[src/hw/flash_guard_defs.svh]
// Constants for the serial flash front end: opcodes, status bits, resets.
// Assumes nothing; included by the protection and status design file only.
`ifndef FLASH_GUARD_DEFS_SVH
`define FLASH_GUARD_DEFS_SVH

`define CMD_STATUS_WRITE   8'h01
`define CMD_PAGE_PROGRAM   8'h02
`define CMD_WRITE_DISABLE  8'h04
`define CMD_STATUS_READ    8'h05
`define CMD_WRITE_ENABLE   8'h06
`define CMD_SECTOR_ERASE   8'h20
`define CMD_SECTOR_ERASE_B 8'hd7
`define CMD_BLOCK_ERASE    8'hd8
`define CMD_CHIP_ERASE     8'h60
`define CMD_CHIP_ERASE_B   8'hc7

`define STAT_BUSY        0
`define STAT_WRITE_LATCH 1
`define STAT_LEVEL_LO    2
`define STAT_LEVEL_HI    4
`define STAT_FROM_BOTTOM 5
`define STAT_RESERVED    6
`define STAT_LOCK        7
`define STAT_NV_MASK     8'hbc
`define NV_RESET         8'h00

`define ADDR_LAST_BYTE   2'h2
`define PIN_SYNC_INIT    5'h17

`endif

[src/hw/flash_guard_pkg.sv]
// Types shared by the serial flash front end.
// Assumes flash_guard_defs.svh holds the numeric constants.
package flash_guard_pkg;

  typedef enum logic [2:0] {
    st_cmd    = 3'b000,
    st_addr   = 3'b001,
    st_data   = 3'b010,
    st_read   = 3'b011,
    st_ignore = 3'b100
  } phase_t;

  typedef enum logic [1:0] {
    op_program = 2'b00,
    op_sector  = 2'b01,
    op_block   = 2'b10,
    op_chip    = 2'b11
  } op_kind_t;

endpackage : flash_guard_pkg

[src/hw/pin_sync.sv]
// Three-stage synchroniser with agreement filter for pin inputs.
// Assumes asynchronous pins; output follows once stages two and three agree.
`timescale 1ns/10ps
module pin_sync #(
  parameter int         WIDTH = 5,
  parameter logic [4:0] INIT  = 5'h17
) (
  input  wire logic             mclk,
  input  wire logic             rst_n,
  input  wire logic [WIDTH-1:0] pin,
  output logic      [WIDTH-1:0] level
);

  logic [WIDTH-1:0] stage1;
  logic [WIDTH-1:0] stage2;
  logic [WIDTH-1:0] stage3;

  always_ff @(posedge mclk or negedge rst_n) begin
    if (!rst_n) begin
      stage1 <= INIT[WIDTH-1:0];
      stage2 <= INIT[WIDTH-1:0];
      stage3 <= INIT[WIDTH-1:0];
      level  <= INIT[WIDTH-1:0];
    end else begin
      stage1 <= pin;
      stage2 <= stage1;
      stage3 <= stage2;
      level  <= (stage2 & stage3) | (level & (stage2 | stage3));
    end
  end

endmodule : pin_sync

[src/hw/spi_flash_protect_status.sv]
// Serial flash front end: serial framing, pause, status and protection.
// Assumes an array engine on mclk that takes op_start and ends with
// array_done, and a non-volatile store that restores nv_restore at power-up.
// What this block does and what it expects of the master
// Sample input on rising, drive after falling edge
// Work with clock idling low or high
// Master keeps select low when pausing
// Pause on request edges while clock low
// Master changes pause request only clock low
// Paused: output floats, inputs and clock ignored
// Deselect in pause aborts; resume needs both
// Status write refused when guard low, locked
// Status bit 0 shows busy
// While busy only status reads act
// Bit 1 is write latch; gates program/erase
// Latch cleared at power-up and completions
// Protection bits 2..5, lock 7, 6 zero
// Protection and lock bits are non-volatile
// Refuse program/erase in protected region
// Chip erase only with levels all zero
// Top eighth, quarter, half when from-top
// Bottom eighth, quarter, half when from-bottom
// Level bit 2 protects all; zero protects none
// Master sends write enable before writes
// Status read repeats; status write one byte
// MSB first; early deselect aborts command
// Refused writes change nothing, stay not busy
`timescale 1ns/10ps
`include "flash_guard_defs.svh"
module spi_flash_protect_status #(
  parameter int AW = 19
) (
  input  wire logic                      mclk,
  input  wire logic                      rst_n,
  input  wire logic                      sck,
  input  wire logic                      select_n,
  input  wire logic                      si,
  input  wire logic                      pause_request_n,
  input  wire logic                      write_guard_n,
  input  wire logic                      array_done,
  input  wire logic [7:0]                nv_restore,
  output logic                           so,
  output logic                           so_oe,
  output logic                           op_start,
  output flash_guard_pkg::op_kind_t      op_kind,
  output logic [AW-1:0]                  op_addr,
  output logic [7:0]                     prog_data,
  output logic                           prog_valid,
  output logic                           nv_store,
  output logic [7:0]                     nv_bits
);

  function automatic logic is_protected(input logic [AW-1:0] a,
                                        input logic [2:0]    lvl,
                                        input logic          bottom);
    logic [2:0] top;
    logic       hit;
    top = bottom ? ~a[AW-1 -: 3] : a[AW-1 -: 3];
    unique case (lvl[1:0])
      2'b01:   hit = (top == 3'h7);
      2'b10:   hit = (top[2:1] == 2'h3);
      2'b11:   hit = top[2];
      default: hit = 1'b0;
    endcase
    return lvl[2] | hit;
  endfunction : is_protected

  logic [4:0]                sync_level;
  logic                      cs_s;
  logic                      sck_s;
  logic                      si_s;
  logic                      hold_s;
  logic                      guard_s;
  logic                      cs_q;
  logic                      sck_q;
  logic                      hold_q;
  logic                      paused;
  logic                      active;
  logic                      sck_rise;
  logic                      sck_fall;
  logic                      cs_rise;
  flash_guard_pkg::phase_t   phase;
  logic [2:0]                bit_cnt;
  logic [1:0]                addr_cnt;
  logic [7:0]                shreg;
  logic [7:0]                rx_byte;
  logic [7:0]                cmd;
  logic [AW-1:0]             addr;
  logic                      addr_ok;
  logic                      have_data;
  logic [7:0]                wr_byte;
  logic [2:0]                tx_idx;
  logic [7:0]                tx_sh;
  logic                      busy;
  logic                      write_enable_latch;
  logic                      restored;
  logic [7:0]                status_byte;
  logic [2:0]                lvl;
  logic                      locked;
  logic                      done_cmd;
  flash_guard_pkg::op_kind_t next_kind;
  logic                      is_write_op;
  logic                      permit;

  pin_sync #(
    .WIDTH (5),
    .INIT  (`PIN_SYNC_INIT)
  ) u_pin_sync (
    .mclk  (mclk),
    .rst_n (rst_n),
    .pin   ({select_n, sck, si, pause_request_n, write_guard_n}),
    .level (sync_level)
  );

  assign {cs_s, sck_s, si_s, hold_s, guard_s} = sync_level;
  assign active   = !cs_s && !paused;
  assign sck_rise = sck_s && !sck_q && active;
  assign sck_fall = !sck_s && sck_q && active;
  assign cs_rise  = cs_s && !cs_q;
  assign rx_byte  = {shreg[6:0], si_s};
  assign lvl      = nv_bits[`STAT_LEVEL_HI:`STAT_LEVEL_LO];
  assign locked   = !guard_s && nv_bits[`STAT_LOCK];
  assign status_byte = (nv_bits & `STAT_NV_MASK) | {6'h00, write_enable_latch, busy};

  // Previous levels for edge finding
  always_ff @(posedge mclk or negedge rst_n) begin
    if (!rst_n) begin
      cs_q   <= 1'b1;
      sck_q  <= 1'b0;
      hold_q <= 1'b1;
    end else begin
      cs_q   <= cs_s;
      sck_q  <= sck_s;
      hold_q <= hold_s;
    end
  end

  // Pause entry and exit, both only with the clock low
  always_ff @(posedge mclk or negedge rst_n) begin
    if (!rst_n) begin
      paused <= 1'b0;
    end else if (hold_q && !hold_s && !sck_s && !cs_s) begin
      paused <= 1'b1;
    end else if (hold_s && !sck_s && !cs_s) begin
      paused <= 1'b0;
    end
  end

  // Command framing, sampled on rising clock edges
  always_ff @(posedge mclk or negedge rst_n) begin
    if (!rst_n) begin
      phase     <= flash_guard_pkg::st_cmd;
      bit_cnt   <= 3'h0;
      addr_cnt  <= 2'h0;
      shreg     <= 8'h00;
      cmd       <= 8'h00;
      addr      <= '0;
      addr_ok   <= 1'b0;
      have_data <= 1'b0;
      wr_byte   <= 8'h00;
    end else if (cs_s) begin
      phase     <= flash_guard_pkg::st_cmd;
      bit_cnt   <= 3'h0;
      addr_cnt  <= 2'h0;
      addr_ok   <= 1'b0;
      have_data <= 1'b0;
    end else if (sck_rise) begin
      shreg   <= rx_byte;
      bit_cnt <= bit_cnt + 3'h1;
      if (bit_cnt == 3'h7) begin
        unique case (phase)
          flash_guard_pkg::st_cmd: begin
            cmd <= rx_byte;
            unique case (rx_byte)
              `CMD_STATUS_READ:  phase <= flash_guard_pkg::st_read;
              `CMD_STATUS_WRITE: phase <= flash_guard_pkg::st_data;
              `CMD_PAGE_PROGRAM, `CMD_SECTOR_ERASE,
              `CMD_SECTOR_ERASE_B, `CMD_BLOCK_ERASE:
                phase <= flash_guard_pkg::st_addr;
              default: phase <= flash_guard_pkg::st_ignore;
            endcase
          end
          flash_guard_pkg::st_addr: begin
            addr     <= {addr[AW-9:0], rx_byte};
            addr_cnt <= addr_cnt + 2'h1;
            if (addr_cnt == `ADDR_LAST_BYTE) begin
              addr_ok <= 1'b1;
              phase   <= (cmd == `CMD_PAGE_PROGRAM) ?
                         flash_guard_pkg::st_data :
                         flash_guard_pkg::st_ignore;
            end
          end
          flash_guard_pkg::st_data: begin
            if (!have_data) begin
              wr_byte <= rx_byte;
            end
            have_data <= 1'b1;
          end
          default: begin
          end
        endcase
      end
    end
  end

  // Status stream, driven after falling clock edges
  always_ff @(posedge mclk or negedge rst_n) begin
    if (!rst_n) begin
      so     <= 1'b0;
      so_oe  <= 1'b0;
      tx_idx <= 3'h0;
      tx_sh  <= 8'h00;
    end else begin
      so_oe <= active && phase == flash_guard_pkg::st_read;
      if (cs_s) begin
        tx_idx <= 3'h0;
      end else if (sck_fall && phase == flash_guard_pkg::st_read) begin
        tx_idx <= tx_idx + 3'h1;
        if (tx_idx == 3'h0) begin
          so    <= status_byte[7];
          tx_sh <= {status_byte[6:0], 1'b0};
        end else begin
          so    <= tx_sh[7];
          tx_sh <= {tx_sh[6:0], 1'b0};
        end
      end
    end
  end

  always_comb begin
    next_kind   = flash_guard_pkg::op_program;
    is_write_op = 1'b1;
    unique case (cmd)
      `CMD_PAGE_PROGRAM: begin
        next_kind   = flash_guard_pkg::op_program;
        is_write_op = addr_ok && have_data;
      end
      `CMD_SECTOR_ERASE, `CMD_SECTOR_ERASE_B: begin
        next_kind   = flash_guard_pkg::op_sector;
        is_write_op = addr_ok;
      end
      `CMD_BLOCK_ERASE: begin
        next_kind   = flash_guard_pkg::op_block;
        is_write_op = addr_ok;
      end
      `CMD_CHIP_ERASE, `CMD_CHIP_ERASE_B: begin
        next_kind = flash_guard_pkg::op_chip;
      end
      default: begin
        is_write_op = 1'b0;
      end
    endcase
  end

  assign permit = write_enable_latch && !busy && (next_kind == flash_guard_pkg::op_chip ?
                  lvl == 3'h0 :
                  !is_protected(addr, lvl, nv_bits[`STAT_FROM_BOTTOM]));
  assign done_cmd = cs_rise && !paused && bit_cnt == 3'h0 &&
                    phase != flash_guard_pkg::st_cmd && !busy;

  // Program data toward the array, only for a permitted target
  always_ff @(posedge mclk or negedge rst_n) begin
    if (!rst_n) begin
      prog_valid <= 1'b0;
      prog_data  <= 8'h00;
    end else begin
      prog_valid <= sck_rise && bit_cnt == 3'h7 && addr_ok &&
                    phase == flash_guard_pkg::st_data && permit;
      prog_data  <= rx_byte;
    end
  end

  // Status bits, write latch, busy and launch of array operations
  always_ff @(posedge mclk or negedge rst_n) begin
    if (!rst_n) begin
      nv_bits  <= `NV_RESET;
      restored <= 1'b0;
      write_enable_latch      <= 1'b0;
      busy     <= 1'b0;
      op_start <= 1'b0;
      op_kind  <= flash_guard_pkg::op_program;
      op_addr  <= '0;
      nv_store <= 1'b0;
    end else begin
      op_start <= 1'b0;
      nv_store <= 1'b0;
      if (!restored) begin
        nv_bits  <= nv_restore & `STAT_NV_MASK;
        restored <= 1'b1;
      end
      if (busy && array_done) begin
        busy <= 1'b0;
        write_enable_latch  <= 1'b0;
      end
      if (done_cmd && restored) begin
        unique case (cmd)
          `CMD_WRITE_ENABLE:  write_enable_latch <= 1'b1;
          `CMD_WRITE_DISABLE: write_enable_latch <= 1'b0;
          `CMD_STATUS_WRITE: begin
            if (have_data && write_enable_latch && !locked) begin
              nv_bits  <= wr_byte & `STAT_NV_MASK;
              nv_store <= 1'b1;
              write_enable_latch      <= 1'b0;
            end
          end
          default: begin
            if (is_write_op && permit) begin
              busy     <= 1'b1;
              op_start <= 1'b1;
              op_kind  <= next_kind;
              op_addr  <= addr;
            end
          end
        endcase
      end
    end
  end
endmodule : spi_flash_protect_status

[config.mk]
export PLATFORM = sky130hd
export DESIGN_NAME = spi_flash_protect_status
export DESIGN_NICKNAME = d
export VERILOG_FILES = /design/src/hw/flash_guard_pkg.sv /design/src/hw/pin_sync.sv /design/src/hw/spi_flash_protect_status.sv
export VERILOG_INCLUDE_DIRS = /design/src /design/src/hw
export SDC_FILE = /design/constraint.sdc
export NUM_CORES = 1
export LEC_CHECK = 0
export BUFFER_PORTS_ARGS = -buffer_cell sky130_fd_sc_hd__buf_2
export CAP_MARGIN = 5
export CELL_PAD_IN_SITES_DETAIL_PLACEMENT = 1
export CELL_PAD_IN_SITES_GLOBAL_PLACEMENT = 2
export CORE_UTILIZATION = 42
export DETAILED_ROUTE_END_ITERATION = 10
export HOLD_SLACK_MARGIN = 0.08
export PLACE_DENSITY_LB_ADDON = 0.3
export SLEW_MARGIN = 10
export SYNTH_ARGS = -nofsm -noshare
export SYNTH_HDL_FRONTEND = slang
export SYNTH_SLANG_ARGS = --single-unit
[constraint.sdc]
create_clock -name mclk -period 7 [get_ports mclk]
set_input_delay 0.7 -clock mclk [delete_from_list [all_inputs] [get_ports mclk]]
set_output_delay 0.7 -clock mclk [all_outputs]
set_load 0.05 [all_outputs]
==> reports/results.txt <==
area grow syn2layout: 18.1%
GRT Util Overall: 0.196
drt drc: 0
r2r setup slk: 4040 ps
CP max-delay cell: or4b_2
largest net degree at the start of global routing: 71
Post-Route WL: 11000 µm
final slew viol count: 0
R2R depth: 8
top-area cell type share of the netlist area: 0.525
first-pass GRT wire length: 19000 µm
Vias: 3375
Total Nets Final: 507
r2r endpoint: op_addr[1]$_DFFE_PN0P_
WP data arrival: 3270 ps
register area share after synthesis: 0.616
yosys warns: 0
die width: 114 µm
H-tree Lvls: 4
CP max stage delay: 600 ps
final setup margin: 4040 ps
register area: 3230 µm²
top cells by area, synth: dfrtp_1 (53%), dfstp_2 (9.0%), nand2_1 (5.5%), mux2_2 (5.4%), mux2_4 (5.2%)
worst-path cell chain: inv_1, ha_1, or4b_2, nor3_1, o211ai_1, a2111oi_4, buf_4, mux2_2
WL per Instance: 16.5 µm
Multi-input gate area: 1840 µm²
Hold Path Cell Cnt: 0
# IOs: 58
WHS Endpoint: u_pin_sync.stage2[3]$_DFF_PN0_
TritonCTS Buffers: 17
Worst Clk Skew: 8.72 ps
status: finished, final reports clean
Setup CP Type: flop to flop
dpl ws: 4040 ps
Synth Cell Area: 5240 µm²
Post-DP HPWL: 7230 µm
Slew @ Worst Pin: 869 ps
Hold WC Path Type: flop to flop
initial core utilization: 0.434
area leader, netlist: dfrtp_1
Worst EP required: 7310 ps
Unique masters post-synth: 54
Overflow after GRT: 0
Die Area: 12900 µm²
port bufs: 54
num rows: 40
CTS-repair resized insts: 0
Synth Area per Inst: 12.3 µm²
post-layout min period: 2960 ps
overall die height: 114 µm
CTS tree: yes
Lkg Pwr: 3.10 nW
Post-synth EDFFs: 0
DRT antenna net count: 0
DRT Pass-1 Iters: 4
setup bufs post-CTS: 0
clock root cell: clkbuf_16
Most used DFF post-synth: dfrtp_1
drt initial violations: 110
clock slew at reported path FFs: 60 ps
Syn Inst Count: 427
Hold Startpoint: u_pin_sync.stage1[3]$_DFF_PN0_
Final setup viols: 0
Fillers: 1271
routability congestion estimate: 0.766
CORE AREA: 12100 µm²
vias in the first global route: 3615
DR vias/cell: 5.07
unrepaired setup endpoints after global routing: no
#FFs+latches synth: 128
family with the most delay on the worst path: simple AND/OR/NAND/NOR gates
CP endpoint kind: flop
FF-to-FF Start: bit_cnt[0]$_DFFE_PN0N_
Synthesized Nets: 449
endpoints failing hold: 0
deepest clock path buffer count: 2
max_cap viols: 0
Peak Freq: 0.337 GHz
Worst setup SP type: flop
number of hold buffers added after cts: 0
Cell Pwr Density: 296 nW/µm²
worst skew pair latency: 420 ps
setup TNS: 0 ps
maximum vdd ir drop: 0.235 mV
Slew headroom: 0.421
clk sink count: 128
share of cells above drive strength 1: 0.315
Async SR Flop Fraction: 1.00
Critical path buffers and inverters: 2
Antenna Cells: 0
initial antenna violation count: 0
crit-path max FO: 23
crit share post-route: 0.424
==> metal layers <==
metal | global-route usage | vias up | wire [µm] | part of all wire
met2 | 0.311 | 55 | 5410 | 0.49
met1 | 0.254 | 1718 | 5020 | 0.46
li1 | - | 1580 | - | -
met3 | 0.0478 | 22 | 365 | 0.033
met4 | 0.0921 | 0 | 222 | 0.020
met5 | 0 | - | 0 | 0
==> state kept, by name, indices dropped and copies added (netlist names), 2 cells and up <==
register,count
u_pin_sync.level,5
tx_sh,7
op_kind,2
bit_cnt,3
cmd,8
u_pin_sync.stage1,5
op_addr,19
tx_idx,3
shreg,7
u_pin_sync.stage2,5
u_pin_sync.stage3,5
phase,3
prog_data,8
addr_cnt,2
wr_byte,5
nv_bits,8
addr,19
==> layout by cell type, fill, tap and decap left out, types with 3 or more instances in the layout <==
master,netlist,layout
dfrtp_1,110,110
nand2_1,77,77
buf_2,1,53
mux2_2,25,25
inv_1,20,20
nor2_1,19,19
mux2_4,18,18
dfstp_2,18,18
clkbuf_16,0,17
a21oi_1,14,14
o21ai_0,14,14
mux2i_1,11,11
nand3_1,6,6
ha_1,6,6
clkinv_2,0,6
maj3_1,5,5
nand4_1,5,5
nand4b_1,5,5
buf_4,0,5
nor3_1,4,4
and3_1,4,4
clkbuf_8,0,4
clkbuf_1,13,4
nor4_1,3,3
nor2b_1,3,3
nand2b_1,3,3
a31oi_1,3,3
==> where the power goes <==
part	leakage [nW]	switching (W)	internal, W
registers	1.68	0.0000721	0.000794
logic	1.16	0.000123	0.0000556
clock network	0.267	0.000302	0.000485
total	3.10	0.000498	0.00133
==> worst max path at each step <==
stage	start	endpoint	slack [ps]	cells after the start
finish	bit_cnt[0]$_DFFE_PN0N_	op_addr[1]$_DFFE_PN0P_	4040	8
CTS	bit_cnt[0]$_DFFE_PN0N_	op_addr[1]$_DFFE_PN0P_	4030	8
global placement	bit_cnt[0]$_DFFE_PN0N_	op_addr[0]$_DFFE_PN0P_	4090	8
detailed placement	bit_cnt[0]$_DFFE_PN0N_	op_addr[1]$_DFFE_PN0P_	4040	8
floorplan	cmd[0]$_DFFE_PN0P_	op_addr[10]$_DFFE_PN0P_	4370	8
global route	bit_cnt[0]$_DFFE_PN0N_	op_addr[0]$_DFFE_PN0P_	3940	8
==> synthesized netlist by cell type (2+ instances only) <==
cell / instances
nand4_1: 5
maj3_1: 5
o21ai_0: 14
buf_6: 3
or2_2: 2
mux2i_1: 11
clkbuf_1: 13
nand4b_1: 5
inv_1: 20
nand2b_1: 3
dfrtp_1: 110
nor3_1: 4
a31oi_1: 3
xnor2_1: 2
nand3b_1: 2
nor2_1: 19
dfstp_2: 18
nor2b_1: 3
nor3b_1: 2
a21oi_1: 14
o22a_1: 2
nand2_1: 77
ha_1: 6
mux2_2: 25
nand3_1: 6
mux2_4: 18
nor4_1: 3
and3_1: 4
o2bb2ai_1: 2
buf_1: 2
==> through the flow <==
step | hold slack, ps | cell area (µm²) | total power [W] | std cells | utilization
2_1_floorplan | 331 | 5240 | 0.000979 | 427 | -
3_3_place_gp | 333 | 5660 | 0.00105 | 634 | 0.469
3_5_place_dp | 336 | 5660 | 0.00106 | 634 | 0.469
4_1_cts | 348 | 6190 | 0.00185 | 666 | 0.513
5_1_grt | 356 | 6190 | 0.00191 | 666 | 0.513
6_report | 345 | 6190 | 0.00183 | 666 | 0.513
==> worst register-to-register path, cell delays in order, from the launching register on <==
cell and delay (ps):
dfrtp_1 390, inv_1 70, ha_1 130, or4b_2 600
nor3_1 370, o211ai_1 240, a2111oi_4 230, buf_4 430
mux2_2 390
==> final cells by class <==
type                       count  share of cell area
clock buffer                  25              0.0800
clock inverter                 7             0.00606
inverter                      20              0.0121
multi-input combinational    260               0.298
sequential                   128               0.521
tap                          168              0.0340
timing repair buffer          58              0.0489
==> cells by family after synthesis <==
logic type                 Yosys count  synth area share
and+or+nand+nor                    140             0.129
DFF                                128             0.616
muxes                               54             0.126
AOI/OAI and AO/OA                   51            0.0666
buffers and inverters               39            0.0325
adders and majority gates           11            0.0239
xor gates and xnor gates             3           0.00502
other                                1          0.000716
(Power assumes the default switching activity.)
